<file path="config.mk">
export PLATFORM = sky130hd
export DESIGN_NAME = nvm_ctrl
export DESIGN_NICKNAME = d
export VERILOG_FILES = /design/src/nvm_pkg.sv /design/src/nvm_ctrl.sv /design/src/nvm_cmd_decode.sv
export VERILOG_INCLUDE_DIRS = /design/src /design/src/src
export SDC_FILE = /design/constraint.sdc
export NUM_CORES = 1
export LEC_CHECK = 0
export BUFFER_PORTS_ARGS = -buffer_cell sky130_fd_sc_hd__buf_2
export CORE_ASPECT_RATIO = 0.8
export CORE_MARGIN = 4
export CORE_UTILIZATION = 50
export CTS_BUF_LIST = sky130_fd_sc_hd__clkbuf_4 sky130_fd_sc_hd__clkbuf_8
export DETAILED_ROUTE_END_ITERATION = 8
export PLACE_DENSITY = 0.84
export RECOVER_POWER = 50
export SYNTH_ARGS = -nofsm -noshare
export SYNTH_HDL_FRONTEND = slang
export SYNTH_SLANG_ARGS = --single-unit
export TNS_END_PERCENT = 100
</file>
<file path="constraint.sdc">
create_clock -name I_CLK -period 2.6 [get_ports I_CLK]
set_input_delay 0.13 -clock I_CLK [delete_from_list [all_inputs] [get_ports I_CLK]]
set_output_delay 0.13 -clock I_CLK [all_outputs]
set_load 0.1 [all_outputs]
</file>
<file path="src/nvm_map.svh">
// Register offsets, field positions, reset values and codes of the EEPROM save/load control
`ifndef NVM_MAP_SVH
`define NVM_MAP_SVH

// ----------------------------------------------------------------
// Register offsets
// ----------------------------------------------------------------
`define NVM_OFS_STATUS      12'hb00
`define NVM_OFS_ERROR       12'hb01
`define NVM_OFS_RELOAD      12'hb02
`define NVM_OFS_SAVE        12'hb03

// ----------------------------------------------------------------
// Field positions and reset values
// ----------------------------------------------------------------
`define NVM_BIT_BUSY        0
`define NVM_BIT_ERROR       0
`define NVM_BIT_WR_EN       0
`define NVM_BIT_RELOAD      1
`define NVM_BIT_SAVE        0
`define NVM_WR_EN_RST       1'b0

// ----------------------------------------------------------------
// Buffer segment and command bytes
// ----------------------------------------------------------------
`define NVM_SEG_FIRST       12'ha00
`define NVM_SEG_LAST        12'haff
`define NVM_CMD_OPCODE_BIT  7
`define NVM_OP_UPDATE       8'h80
`define NVM_OP_END          8'hff

// ----------------------------------------------------------------
// Timing
// ----------------------------------------------------------------
// Least gap between transfers, kept by the host; ns and 100 MHz cycles
`define NVM_GAP_NS          10000
`define NVM_CLK_NS          10
`define NVM_GAP_CYC         ((`NVM_GAP_NS + `NVM_CLK_NS - 1) / `NVM_CLK_NS)

`endif

</file>
<file path="src/nvm_pkg.sv">
// Types shared by the EEPROM save/load control
`default_nettype none

package nvm_pkg;

	typedef enum logic [3:0] {
		ST_IDLE,
		ST_CMD,
		ST_ADR_HI,
		ST_ADR_LO,
		ST_DATA,
		ST_WAIT,
		ST_SUM,
		ST_SUM_WAIT
	} walk_e;

	typedef logic [7:0]  byte_t;
	typedef logic [11:0] reg_addr_t;

endpackage : nvm_pkg

`default_nettype wire

</file>
<file path="src/nvm_ctrl.sv">
// EEPROM save/load control: registers, buffer segment walk and EEPROM port
//
// Contract
// - 0xB00 bit 0 reads transfer busy
// - Status pin shows busy when selected
// - 0xB01 bit 0 reads load data error
// - Reload bit with pin low soft-resets from EEPROM
// - Write enable bit, default off, gates saving
// - Save bit starts save, clears at end
// - Command bit7 low: length, two address bytes
// - Update opcode pulses update; end opcode terminates
`include "nvm_map.svh"
`default_nettype none

module nvm_ctrl #(
	parameter int NVM_AW = 10
) (
	// Clock and reset
	input  wire logic              I_CLK,
	input  wire logic              I_RST,
	// Register access from the serial port
	input  wire logic [11:0]       I_REG_ADDR,
	input  wire logic              I_REG_WR,
	input  wire logic              I_REG_RD,
	input  wire logic [7:0]        I_REG_WDATA,
	output logic [7:0]             O_REG_RDATA,
	// Status pin and its select bit
	input  wire logic              I_STATUS_SEL,
	output logic                   O_STATUS_PIN,
	// EEPROM select pin, low enables reload
	input  wire logic              I_NVM_PIN_N,
	// Buffer register bank
	output logic [11:0]            O_BUF_RADDR,
	input  wire logic [7:0]        I_BUF_RDATA,
	output logic                   O_BUF_WE,
	output logic [11:0]            O_BUF_WADDR,
	output logic [7:0]             O_BUF_WDATA,
	// Device events
	output logic                   O_IO_UPDATE,
	output logic                   O_SOFT_RESET,
	// EEPROM array port
	output logic                   O_NVM_WE,
	output logic                   O_NVM_RE,
	output logic [NVM_AW-1:0]      O_NVM_ADDR,
	output logic [7:0]             O_NVM_WDATA,
	input  wire logic              I_NVM_DONE,
	input  wire logic [7:0]        I_NVM_RDATA
);

	// ----------------------------------------------------------------
	// State
	// ----------------------------------------------------------------
	nvm_pkg::walk_e    st_q, st_d;
	nvm_pkg::reg_addr_t ptr_q, adr_q;
	nvm_pkg::byte_t    sum_q, rdata_q;
	logic [6:0]        len_q;
	logic [NVM_AW-1:0] nptr_q;
	logic              save_q, wr_en_q, err_q, busy_q, pin_s1_q, pin_s2_q;
	logic              upd_q, soft_q, nwe_q, nre_q, bwe_q;
	logic [7:0]        nwdata_q, bwdata_q;
	logic [11:0]       bwaddr_q;

	// ----------------------------------------------------------------
	// Decode
	// ----------------------------------------------------------------
	logic       is_xfer, is_update, is_end;
	logic [6:0] len_m1;

	nvm_cmd_decode u_dec (
		.i_cmd       (I_BUF_RDATA),
		.o_is_xfer   (is_xfer),
		.o_len_m1    (len_m1),
		.o_is_update (is_update),
		.o_is_end    (is_end)
	);

	wire wr_reload = I_REG_WR && (I_REG_ADDR == `NVM_OFS_RELOAD);
	wire wr_save   = I_REG_WR && (I_REG_ADDR == `NVM_OFS_SAVE);
	wire idle      = (st_q == nvm_pkg::ST_IDLE);
	// Saving needs write enable; a protected request is dropped whole
	wire start_save = wr_save && I_REG_WDATA[`NVM_BIT_SAVE] && wr_en_q && idle;
	// Reload only honoured with the select pin low
	wire start_load = wr_reload && I_REG_WDATA[`NVM_BIT_RELOAD] && !pin_s2_q && idle;
	wire in_cmd     = (st_q == nvm_pkg::ST_CMD);
	wire seg_last   = (ptr_q == `NVM_SEG_LAST);
	wire cmd_stop   = in_cmd && (is_end || (!is_xfer && seg_last));
	wire at_hdr     = in_cmd || (st_q == nvm_pkg::ST_ADR_HI) || (st_q == nvm_pkg::ST_ADR_LO);
	wire done_data  = (st_q == nvm_pkg::ST_WAIT) && I_NVM_DONE;
	wire done_sum   = (st_q == nvm_pkg::ST_SUM_WAIT) && I_NVM_DONE;
	wire [7:0] load_byte = I_NVM_RDATA;

	assign O_BUF_RADDR = at_hdr ? ptr_q : adr_q;
	assign O_STATUS_PIN = I_STATUS_SEL && busy_q;

	// ----------------------------------------------------------------
	// Segment walk
	// ----------------------------------------------------------------
	always_comb begin
		st_d = st_q;
		unique case (st_q)
			nvm_pkg::ST_IDLE:     if (start_save || start_load) st_d = nvm_pkg::ST_CMD;
			nvm_pkg::ST_CMD: begin
				if (cmd_stop)     st_d = nvm_pkg::ST_SUM;
				else if (is_xfer) st_d = nvm_pkg::ST_ADR_HI;
			end
			nvm_pkg::ST_ADR_HI:   st_d = nvm_pkg::ST_ADR_LO;
			nvm_pkg::ST_ADR_LO:   st_d = nvm_pkg::ST_DATA;
			nvm_pkg::ST_DATA:     st_d = nvm_pkg::ST_WAIT;
			nvm_pkg::ST_WAIT: begin
				if (I_NVM_DONE)   st_d = (len_q == 7'h00) ? nvm_pkg::ST_CMD : nvm_pkg::ST_DATA;
			end
			nvm_pkg::ST_SUM:      st_d = nvm_pkg::ST_SUM_WAIT;
			nvm_pkg::ST_SUM_WAIT: if (I_NVM_DONE) st_d = nvm_pkg::ST_IDLE;
		endcase
	end

	always_ff @(posedge I_CLK) begin
		if (I_RST) begin
			st_q <= nvm_pkg::ST_IDLE;
		end else begin
			st_q <= st_d;
		end
	end

	// Pointers, length and running checksum
	always_ff @(posedge I_CLK) begin
		if (I_RST) begin
			ptr_q  <= `NVM_SEG_FIRST;
			adr_q  <= 12'h000;
			len_q  <= 7'h00;
			nptr_q <= '0;
			sum_q  <= 8'h00;
		end else begin
			if (idle) begin
				ptr_q  <= `NVM_SEG_FIRST;
				nptr_q <= '0;
				sum_q  <= 8'h00;
			end
			if (at_hdr && !cmd_stop)
				ptr_q <= ptr_q + 12'h001;
			if (in_cmd && is_xfer)
				len_q <= len_m1;
			if (st_q == nvm_pkg::ST_ADR_HI)
				adr_q <= {I_BUF_RDATA[3:0], adr_q[7:0]};
			if (st_q == nvm_pkg::ST_ADR_LO)
				adr_q <= {adr_q[11:8], I_BUF_RDATA};
			if (st_q == nvm_pkg::ST_DATA && save_q)
				sum_q <= sum_q ^ I_BUF_RDATA;
			if (done_data) begin
				nptr_q <= nptr_q + NVM_AW'(1);
				adr_q  <= adr_q + 12'h001;
				len_q  <= len_q - 7'h01;
				if (!save_q)
					sum_q <= sum_q ^ load_byte;
			end
		end
	end

	// ----------------------------------------------------------------
	// Port strobes
	// ----------------------------------------------------------------
	always_ff @(posedge I_CLK) begin
		if (I_RST) begin
			nwe_q    <= 1'b0;
			nre_q    <= 1'b0;
			nwdata_q <= 8'h00;
			bwe_q    <= 1'b0;
			bwdata_q <= 8'h00;
			bwaddr_q <= 12'h000;
			upd_q    <= 1'b0;
			soft_q   <= 1'b0;
		end else begin
			nwe_q  <= save_q && wr_en_q &&
			          (st_q == nvm_pkg::ST_DATA || st_q == nvm_pkg::ST_SUM);
			nre_q  <= !save_q && (st_q == nvm_pkg::ST_DATA || st_q == nvm_pkg::ST_SUM);
			if (st_q == nvm_pkg::ST_DATA)
				nwdata_q <= I_BUF_RDATA;
			if (st_q == nvm_pkg::ST_SUM)
				nwdata_q <= sum_q;
			bwe_q    <= done_data && !save_q;
			bwdata_q <= load_byte;
			bwaddr_q <= adr_q;
			upd_q    <= in_cmd && is_update;
			soft_q   <= start_load;
		end
	end

	assign O_NVM_WE    = nwe_q;
	assign O_NVM_RE    = nre_q;
	assign O_NVM_ADDR  = nptr_q;
	assign O_NVM_WDATA = nwdata_q;
	assign O_BUF_WE    = bwe_q;
	assign O_BUF_WADDR = bwaddr_q;
	assign O_BUF_WDATA = bwdata_q;
	assign O_IO_UPDATE = upd_q;
	assign O_SOFT_RESET = soft_q;

	// ----------------------------------------------------------------
	// Registers
	// ----------------------------------------------------------------
	// Pin is asynchronous to the serial clock
	always_ff @(posedge I_CLK) begin
		if (I_RST) begin
			pin_s1_q <= 1'b1;
			pin_s2_q <= 1'b1;
		end else begin
			pin_s1_q <= I_NVM_PIN_N;
			pin_s2_q <= pin_s1_q;
		end
	end

	always_ff @(posedge I_CLK) begin
		if (I_RST) begin
			wr_en_q <= `NVM_WR_EN_RST;
			save_q  <= 1'b0;
			err_q   <= 1'b0;
			busy_q  <= 1'b0;
			rdata_q <= 8'h00;
		end else begin
			if (wr_reload && idle)   // Frozen mid-walk, else a save would hang
				wr_en_q <= I_REG_WDATA[`NVM_BIT_WR_EN];
			if (start_save)
				save_q <= 1'b1;
			else if (done_sum)
				save_q <= 1'b0;
			if (start_load)
				err_q <= 1'b0;
			else if (done_sum && !save_q)
				err_q <= (load_byte != sum_q);
			busy_q <= (st_d != nvm_pkg::ST_IDLE);
			if (I_REG_RD) begin
				unique case (I_REG_ADDR)
					`NVM_OFS_STATUS: rdata_q <= {7'h00, busy_q};
					`NVM_OFS_ERROR:  rdata_q <= {7'h00, err_q};
					`NVM_OFS_RELOAD: rdata_q <= {7'h00, wr_en_q};
					`NVM_OFS_SAVE:   rdata_q <= {7'h00, save_q};
					default:         rdata_q <= 8'h00;
				endcase
			end
		end
	end

	assign O_REG_RDATA = rdata_q;

	// ----------------------------------------------------------------
	// Assertions
	// ----------------------------------------------------------------
	property p_busy_read;
		@(posedge I_CLK) disable iff (I_RST)
		I_REG_RD && I_REG_ADDR == `NVM_OFS_STATUS |=> O_REG_RDATA == {7'h00, $past(busy_q)};
	endproperty
	a_busy_read: assert property (p_busy_read) else $error("busy read wrong");

	property p_status_pin;
		@(posedge I_CLK) disable iff (I_RST)
		O_STATUS_PIN |-> I_STATUS_SEL && !idle;
	endproperty
	a_status_pin: assert property (p_status_pin) else $error("status pin wrong");

	property p_err_read;
		@(posedge I_CLK) disable iff (I_RST)
		I_REG_RD && I_REG_ADDR == `NVM_OFS_ERROR |=> O_REG_RDATA == {7'h00, $past(err_q)};
	endproperty
	a_err_read: assert property (p_err_read) else $error("error read wrong");

	property p_soft;
		@(posedge I_CLK) disable iff (I_RST)
		wr_reload && I_REG_WDATA[1] && !pin_s2_q && idle |=> O_SOFT_RESET ##1 busy_q;
	endproperty
	a_soft: assert property (p_soft) else $error("reload not started");

	property p_protect;
		@(posedge I_CLK) disable iff (I_RST)
		wr_save && !wr_en_q && idle |=> idle && !save_q;
	endproperty
	a_protect: assert property (p_protect) else $error("protected save began");

	property p_no_write;
		@(posedge I_CLK) disable iff (I_RST)
		O_NVM_WE |-> wr_en_q && save_q;
	endproperty
	a_no_write: assert property (p_no_write) else $error("EEPROM written");

	property p_save_clear;
		@(posedge I_CLK) disable iff (I_RST)
		(start_save |=> save_q && busy_q) and (!busy_q |-> !save_q);
	endproperty
	a_save_clear: assert property (p_save_clear) else $error("save bit dropped");

	property p_xfer;
		@(posedge I_CLK) disable iff (I_RST)
		in_cmd && !I_BUF_RDATA[7] |=> st_q == nvm_pkg::ST_ADR_HI ##2 st_q == nvm_pkg::ST_DATA;
	endproperty
	a_xfer: assert property (p_xfer) else $error("transfer decode wrong");

	property p_opcodes;
		@(posedge I_CLK) disable iff (I_RST)
		in_cmd && I_BUF_RDATA == `NVM_OP_END |=> st_q == nvm_pkg::ST_SUM && !O_IO_UPDATE;
	endproperty
	a_opcodes: assert property (p_opcodes) else $error("end code wrong");

endmodule // nvm_ctrl

`default_nettype wire

</file>
<file path="src/nvm_cmd_decode.sv">
// Decoder of one buffer segment command byte
`include "nvm_map.svh"
`default_nettype none

module nvm_cmd_decode (
	// Command byte
	input  wire logic [7:0] i_cmd,
	// Decoded kind
	output logic            o_is_xfer,
	output logic [6:0]      o_len_m1,
	output logic            o_is_update,
	output logic            o_is_end
);

	assign o_is_xfer   = ~i_cmd[`NVM_CMD_OPCODE_BIT];
	assign o_len_m1    = i_cmd[6:0];
	assign o_is_update = (i_cmd == `NVM_OP_UPDATE);
	assign o_is_end    = (i_cmd == `NVM_OP_END);

endmodule // nvm_cmd_decode

`default_nettype wire

</file>
==> summary.txt, run 1 <==
Run status
  • Status: completed

Timing
  • Period utilization: 91.0%
  • RSZ-0062 raised after global routing: no
  • # setup viols final: 0
  • Tightest Pin Transition: 1.20 ns
  • Hold Violations, Final: 0
  • Max_slew headroom: around a fifth
  • Post-route setup slack: 0.233 ns
  • Pins Over Slew Limit: 0
  • Tmin final: 2.37 ns
  • FMAX: 423 MHz
  • Max Clock Skew: ~0.0059 ns

Global routing
  • Via count of the first global-routing pass: 4216
  • GRT Util Overall: 23.4%
  • Largest net degree at the start of global routing: 39
  • Global-route wire length before repair: 20400 µm
  • Antenna violations before repair: 0
  • GRT overflow: 0

Flow run
  • Maxcap violations: 0

Critical path
  • Critical Path RT: 2.47 ns
  • R2R Path End: O_NVM_ADDR[8]
  • Worst setup SP type: flop
  • CP Class: reg -> out
  • Critical path peak fanout: 14
  • R2R Setup Slk: 0.38 ns
  • CP endpoint kind: primary output
  • Worst r2r src: st_q[2]
  • R2r worst-path depth: 5
  • Worst EP arrival: 2.24 ns
  • CP startpoint: st_q[2]

Placed design
  • Place WS: 0.441 ns
  • Port Buf Inserts: slightly above 90
  • Detailed placement HPWL: 9170 µm
  • Area after DPL: around 5300 µm²
  • Placer Congestion: just under 0.9

Final layout
  • Diodes inserted: 0
  • Fill count: 825
  • Layout cell share with drive strength beyond 1: approximately 15%
  • Area Growth Syn to Fin: 16.0%
  • Total Nets Final: 701
  • Seq. cell area: 1860 µm²
  • Layout Cell Area excl Fill: 5400 µm²
  • Area of the multi-input gates: approximately 2500 µm²

Synthesis
  • Synth top area share: 40.0%
  • Synth Instances: 571
  • Largest area contributor in the synthesized netlist: dfxtp_1
  • Mean area per synthesized cell: about 8 µm²
  • Seq/Total Area, Yosys: 40.0%
  • Yosys reg bits: 93
  • Post-synth EDFFs: 0
  • FFs w/ async S/R, synth: 0%
  • Post-Syn Area: 4650 µm²
  • Post-synth cell types: 66
  • Dominant synthesized flop cell: dfxtp_1
  • Area contributors post-synth: dfxtp_1 40%, nor2_1 5.2%, nand2_1 4.4%
  • YS warnings: 0

Detailed routing
  • DR vias/cell: 5.96
  • Wire length per cell: 16.6 µm
  • DRC errors left: 0
  • DRT Pass-1 Iters: 6
  • Post-Route WL: 12800 µm
  • First DRT Iteration DRCs: 466
  • Via count: 4616
  • Antenna Nets Post-Route: 0

Die
  • Die area: 10900 µm²
  • Chip width: 116 µm
  • Ports: roughly 110
  • Num rows: 31
  • Core ar.: slightly above 9000 µm²
  • Initial Util: 51.3%
  • Die height: 94.3 µm

Clock network
  • Postcts setup bufs: 0
  • Clock slew at reported path FFs: 0.09 ns
  • Total CTS buffers: 9
  • CTS sink count: 93
  • CTS tree: yes
  • Clock tree buffer depth: 2
  • H-tree levels: 3
  • Root Buffer: clkbuf_8
  • Clk Latency, worst-skew pair: 0.37 ns

Worst hold path
  • Hold Path Stages: 2
  • Hold/Removal Path Class: in -> reg
  • Hold path start: I_NVM_RDATA[7]
  • Hold Crit Endpoint: O_BUF_WDATA[7]

Power and ir drop
  • Peak VDD IR: 0.000299 V
  • Power Density: around 470 nW/µm²
  • Leakage power: ~1.9 nW
==> repair_timing <==
action | CTS | global route
gates resized for setup | 0 | 2
hold buffers | 1 | 0
endpoints found under the setup margin | 0 | 11
endpoints found under the hold margin | 1 | 0
==> layout make-up <==
| class | instances | share of cell area (%) |
|---|---|---|
| clock buffers | 10 | 2.55 |
| clock inverters | 6 | 0.904 |
| inverters | 16 | 1.11 |
| multi-input cells | 423 | 47.2 |
| flip-flops and latches | 93 | 34.5 |
| well taps | 115 | 2.67 |
| repair buffers | 111 | 11.1 |
==> per-stage QoR <==
step           total power, mW  hold WS (ns)  instances  setup TNS, ns  utilization [%]
6_report                  2.56        0.0117        774              0             59.5
5_1_grt                   2.64       0.00342        774              0             59.5
4_1_cts                   2.58       0.00382        774              0             60.2
3_5_place_dp              1.67         0.325        757              0             58.1
3_3_place_gp              1.67         0.318        757              0             58.1
2_1_floorplan             1.62         0.219        577          -2.17                -
==> how the worst max path moves through the flow <==
stage / endpoint / slack (ns) / depth (start not counted)
after floorplan: O_BUF_RADDR[10] / -0.72 / 6
after global placement: O_BUF_RADDR[10] / 0.51 / 6
after detailed placement: O_BUF_RADDR[10] / 0.44 / 6
after CTS: O_BUF_RADDR[10] / 0.04 / 6
after global routing: O_BUF_RADDR[11] / 0.08 / 6
final: O_BUF_RADDR[10] / 0.23 / 6
==> per-layer routing <==
layer | vias up | track usage, % | part of all wire, % | routed length [µm]
met1 | 2120 | 31.4 | 41 | 5300
met5 | - | 0 | 0 | 0
met3 | 22 | 5.09 | 11 | 1430
li1 | 2210 | - | - | -
met2 | 264 | 37.4 | 46 | 5890
met4 | 0 | 7.34 | 1.5 | 194
==> power by group <==
part           total [mW]  internal [mW]  switching (mW)  leakage, nW
Clock               0.923          0.378           0.545       0.0847
Sequential           1.43           1.43         0.00196        0.751
Combinational       0.206         0.0415           0.165         1.07
==> critical path, stage by stage (launching register included) <==
cell and delay, ns:
dfxtp_1 0.47, or2_1 0.36, nor2_2 0.38, buf_4 0.21, nand2_1 0.05, o21ai_0 0.16, buf_12 0.23
==> state kept, by name, summed over array words and instances (netlist names), 4 cells and up <==
name,flops
O_NVM_WDATA,8
O_BUF_WADDR,12
ptr_q,12
sum_q,8
O_NVM_ADDR,10
adr_q,12
st_q,4
O_BUF_WDATA,8
len_q,7
==> cells in the mapped netlist, drive strengths merged, types with 3 or more instances <==
| library cell | instances |
|---|---|
| dfxtp | 93 |
| ha | 4 |
| mux2 | 5 |
| nand3 | 21 |
| buf | 13 |
| or2 | 5 |
| and3 | 10 |
| a221oi | 11 |
| nor2b | 23 |
| nand2 | 55 |
| o221ai | 3 |
| o21ai | 31 |
| o211ai | 4 |
| nor2 | 66 |
| o31ai | 3 |
| xnor2 | 13 |
| a311oi | 4 |
| mux2i | 10 |
| a21oi | 25 |
| a211oi | 20 |
| nor4 | 10 |
| nand3b | 4 |
| or3 | 3 |
| nand2b | 7 |
| o22ai | 3 |
| nand4 | 11 |
| inv | 16 |
| nor3 | 20 |
| clkbuf | 32 |
| and2 | 6 |
| a31oi | 4 |
==> logic make-up (layout without fill, tap and decap cells) <==
kind of cell | after synthesis | after routing | share of synthesized area [%]
other | 1 | 7 | 0.0806
AO/OA/AOI/OAI | 127 | 127 | 18.3
adder cells (fa/ha/maj) | 4 | 4 | 1.08
flip-flops | 93 | 93 | 40.0
AND/OR/NAND/NOR | 256 | 256 | 28.6
XOR/XNOR | 13 | 13 | 2.45
buffers and inverters | 61 | 143 | 5.62
multiplexers | 16 | 16 | 3.85
==> cells in the final DEF, fill, tap and decap left out, types with 5 or more instances in the layout <==
cell      Yosys  routed
a211oi_1     20      20
nor4_1       10      10
xnor2_1      13      13
dfxtp_1      93      93
and2_1        6       6
nor3_1       18      18
clkbuf_1     32      47
clkbuf_8      0      10
a21oi_1      25      25
conb_1        1       7
nand3_1      21      21
mux2i_1      10      10
nor2b_1      23      23
nand4_1      11      11
mux2_2        5       5
inv_1        16      16
nand2_1      55      55
buf_2         5      43
o21ai_1       2       6
nor2_1       65      64
o21ai_0      29      24
buf_4         7      15
and3_1       10      10
nand2b_1      7       7
a221oi_1     11      11
Power figures use the tool's default switching activity.
==> run 2: changes to the inputs <==
- ABC_AREA: default -> 1
- GPL_TIMING_DRIVEN: default -> 0
- MAX_ROUTING_LAYER: default -> met4
==> summary.txt, run 2 <==
Run status
  • Status: completed (unchanged)

Synthesis
  • Synth top area share: 39.4% (was 40.0%)
  • Commonest cells post-synth: 121 x nand2_1, 93 x dfxtp_1, 85 x inv_1, 72 x nor2_1, 64 x o21ai_0 (was 93 x dfxtp_1, 65 x nor2_1, 55 x nand2_1, 32 x clkbuf_1, 29 x o21ai_0)
  • Mean area per synthesized cell: 7.01 µm² (was 8.15 µm²)
  • Post-Syn Area: 4720 µm² (was 4650 µm²)
  • Synth Instances: 674 (was 571)
  • Count leader, synth: nand2_1 (was dfxtp_1)
  • Post-synth EDFFs: 0 (unchanged)
  • Area contributors post-synth: dfxtp_1 39%, nand2_1 9.6%, o21ai_0 6.8% (was dfxtp_1 40%, nor2_1 5.2%, nand2_1 4.4%)
  • Largest area contributor in the synthesized netlist: dfxtp_1 (unchanged)
  • YS warnings: 0 (unchanged)
  • FFs w/ async S/R, synth: 0% (unchanged)
  • Post-synth cell types: 46 (was 66)
  • Yosys reg bits: 93 (unchanged)
  • Seq/Total Area, Yosys: 39.4% (was 40.0%)
  • Dominant synthesized flop cell: dfxtp_1 (unchanged)

Power and ir drop
  • Power Density: 696 nW/µm² (was 475 nW/µm²)
  • Peak VDD IR: 0.000591 V (was 0.000299 V)
  • Leakage power: 2.39 nW (was 1.90 nW)

Global routing
  • GRT Util Overall: 27.3% (was 23.4%)
  • Global-route wire length before repair: 23200 µm (was 20400 µm)
  • Antenna violations before repair: 0 (unchanged)
  • Via count of the first global-routing pass: 4810 (was 4216)
  • Largest net degree at the start of global routing: 17 (was 39)
  • GRT overflow: 0 (unchanged)

Die
  • Die area: 11100 µm² (was 10900 µm²)
  • Ports: 107 (unchanged)
  • Die height: 94.9 µm (was 94.3 µm)
  • Num rows: 31 (unchanged)
  • Initial Util: 51.8% (was 51.3%)
  • Chip width: 117 µm (was 116 µm)
  • Core ar.: 9110 µm² (was 9080 µm²)

Final layout
  • Area Growth Syn to Fin: 18.7% (was 16.0%)
  • Layout cell share with drive strength beyond 1: 13.5% (was 15.2%)
  • Total Nets Final: 841 (was 701)
  • Diodes inserted: 0 (unchanged)
  • Post-layout util: 61.5% (was 59.5%)
  • Fill count: 864 (was 825)
  • Most frequent cells in the layout: 122 x nand2_1, 93 x dfxtp_1, 85 x inv_1 (was 93 x dfxtp_1, 64 x nor2_1, 55 x nand2_1)
  • Seq. cell area: 1860 µm² (unchanged)
  • Layout Cell Area excl Fill: 5610 µm² (was 5400 µm²)
  • Commonest non-fill, non-tap cell in the layout: nand2_1 (was dfxtp_1)
  • Area of the multi-input gates: 2370 µm² (was 2550 µm²)

Critical path
  • Worst EP arrival: 2.27 ns (was 2.24 ns)
  • Crit-path slowest cell: dfxtp_1 (unchanged)
  • Worst Setup EP: O_BUF_RADDR[1] (was O_BUF_RADDR[10])
  • CP Cell Sequence: nor2_2, inv_2, nand2_1, buf_4, clkinv_2, buf_2, nand2_1, o21ai_2, buf_2 (was or2_1, nor2_2, buf_4, nand2_1, o21ai_0, buf_12)
  • Critical path peak fanout: 10 (was 14)
  • CP peak stage delay: 0.50 ns (was 0.47 ns)
  • Top delay family on crit path: buffers and inverters (was simple AND/OR/NAND/NOR gates)
  • R2R Path End: O_NVM_WDATA[5] (was O_NVM_ADDR[8])
  • Worst path depth: 9 (was 6)
  • CP endpoint kind: primary output (unchanged)
  • R2r worst-path depth: 6 (was 5)
  • CP startpoint: st_q[1] (was st_q[2])
  • Critical Path RT: 2.47 ns (about the same)
  • Crit path buffers/inverters: 5 (was 2)
  • R2R Setup Slk: 0.34 ns (was 0.38 ns)
  • Worst setup SP type: flop (unchanged)
  • Worst r2r src: st_q[3] (was st_q[2])
  • CP Class: reg -> out (unchanged)

Clock network
  • Root Buffer: clkbuf_8 (unchanged)
  • CTS sink count: 93 (unchanged)
  • Postcts setup bufs: 0 (unchanged)
  • CTS tree: yes (unchanged)
  • Clock tree buffer depth: 2 (unchanged)
  • Total CTS buffers: 9 (unchanged)
  • Clk Latency, worst-skew pair: 0.37 ns (about the same)
  • H-tree levels: 3 (unchanged)
  • Clock slew at reported path FFs: 0.09 ns (about the same)

Placed design
  • Placer Congestion: 0.990 (was 0.893)
  • Area after DPL: 5360 µm² (was 5270 µm²)
  • Detailed placement HPWL: 10800 µm (was 9170 µm)
  • Port Buf Inserts: 93 (unchanged)

Detailed routing
  • DR vias/cell: 5.64 (was 5.96)
  • First DRT Iteration DRCs: 634 (was 466)
  • Post-Route WL: 14500 µm (was 12800 µm)
  • DRC errors left: 0 (unchanged)
  • Wire length per cell: 15.9 µm (was 16.6 µm)
  • Via count: 5155 (was 4616)
  • DRT Pass-1 Iters: 7 (was 6)
  • Antenna Nets Post-Route: 0 (unchanged)

Timing
  • # setup viols final: 0 (unchanged)
  • Max Clock Skew: 0.0159 ns (was 0.00594 ns)
  • Period utilization: 92.1% (was 91.0%)
  • Hold Violations, Final: 0 (unchanged)
  • Tmin final: 2.40 ns (was 2.37 ns)
  • Tightest Pin Transition: 1.20 ns (about the same)
  • FMAX: 417 MHz (was 423 MHz)
  • Pins Over Slew Limit: 0 (unchanged)
  • RSZ-0062 raised after global routing: no (unchanged)
  • Max_slew headroom: 20.5% (was 20.0%)

Worst hold path
  • Hold/Removal Path Class: in -> reg (unchanged)

Flow run
  • Maxcap violations: 0 (unchanged)
==> run 2: cell types whose count changed in the layout (fill, tap and decap cells not counted), sizes merged, moves of 10 or more <==
cell and delta:
o21ai +42, inv +77, nand3 +33, a211oi -16, nor2b -23, clkbuf +12
nand2 +73, xor2 +13, xnor2 -12, a221oi -11, nor2 +10, a21oi +13
mux2i -10
==> run 2: timing repair <==
| item | 4_1_cts | 5_1_grt |
|---|---|---|
| endpoints found under the setup margin | 0 | 1 |
| endpoints found under the hold margin | 10 | 0 |
| gates resized for setup | 0 | 1 |
| hold buffers | 10 | 0 |
==> run 2: stage by stage <==
step / TNS [ns] / std cells / setup slack (ns) / power, mW / hold WS (ns)
floorplan: -4.31 / 680 / -0.477 / 2.58 / 0.234
global placement: 0 / 888 / 0.559 / 2.86 / 0.333
detailed placement: 0 / 888 / 0.550 / 2.88 / 0.339
CTS: 0 / 914 / 0.133 / 3.90 / 0.0504
global route: 0 / 914 / 0.0500 / 4.08 / 0.0578
finish: 0 / 914 / 0.205 / 3.90 / 0.0602
==> run 2: metal layers <==
| metal | track usage, % | up-vias | wire [µm] |
|---|---|---|---|
| li1 | - | 2447 | - |
| met1 | 36.1 | 2351 | 6150 |
| met2 | 41.3 | 313 | 6340 |
| met3 | 6.47 | 44 | 1660 |
| met4 | 8.69 | 0 | 359 |
| met5 | - | - | 0 |
==> run 2: cell families after synthesis <==
kind of cell	Yosys count	synth area share, %
mux	1	0.238
fa+ha+maj	4	1.06
flops	93	39.4
buf+inv	121	10.9
compound gates	151	18.4
xor+xnor	14	2.60
simple gates	289	27.3
other cells	1	0.0794
==> run 2: layout make-up <==
| class | instances | share of cell area [%] |
|---|---|---|
| well taps | 115 | 2.57 |
| plain buffers | 29 | 2.97 |
| inverters | 92 | 6.18 |
| clock inverters | 6 | 1.23 |
| clock buffers | 10 | 2.45 |
| flip-flops and latches | 93 | 33.2 |
| repair buffers | 103 | 9.11 |
| multi-input cells | 466 | 42.3 |
==> run 2: how the worst min path moves through the flow <==
stage / startpoint / to / cells past startpoint / slack [ns]
final: I_REG_WDATA[0] / wr_en_q / 3 / 0.06
after global routing: I_REG_WDATA[0] / wr_en_q / 3 / 0.06
after CTS: I_REG_WDATA[0] / wr_en_q / 3 / 0.05
after detailed placement: I_NVM_PIN_N / pin_s1_q / 2 / 0.34
after global placement: I_NVM_PIN_N / pin_s1_q / 2 / 0.33
after floorplan: I_NVM_PIN_N / pin_s1_q / 1 / 0.23
==> run 2: report_power, final <==
| part | internal (mW) | leakage, nW | switching [mW] |
|---|---|---|---|
| clock network | 0.478 | 0.103 | 0.552 |
| logic | 0.289 | 1.54 | 1.04 |
| registers | 1.49 | 0.753 | 0.0545 |
==> run 2: worst min-delay path, cell delays in order <==
cell	delay [ns]
buf_2	0.10
inv_1	0.08
o31ai_1	0.07
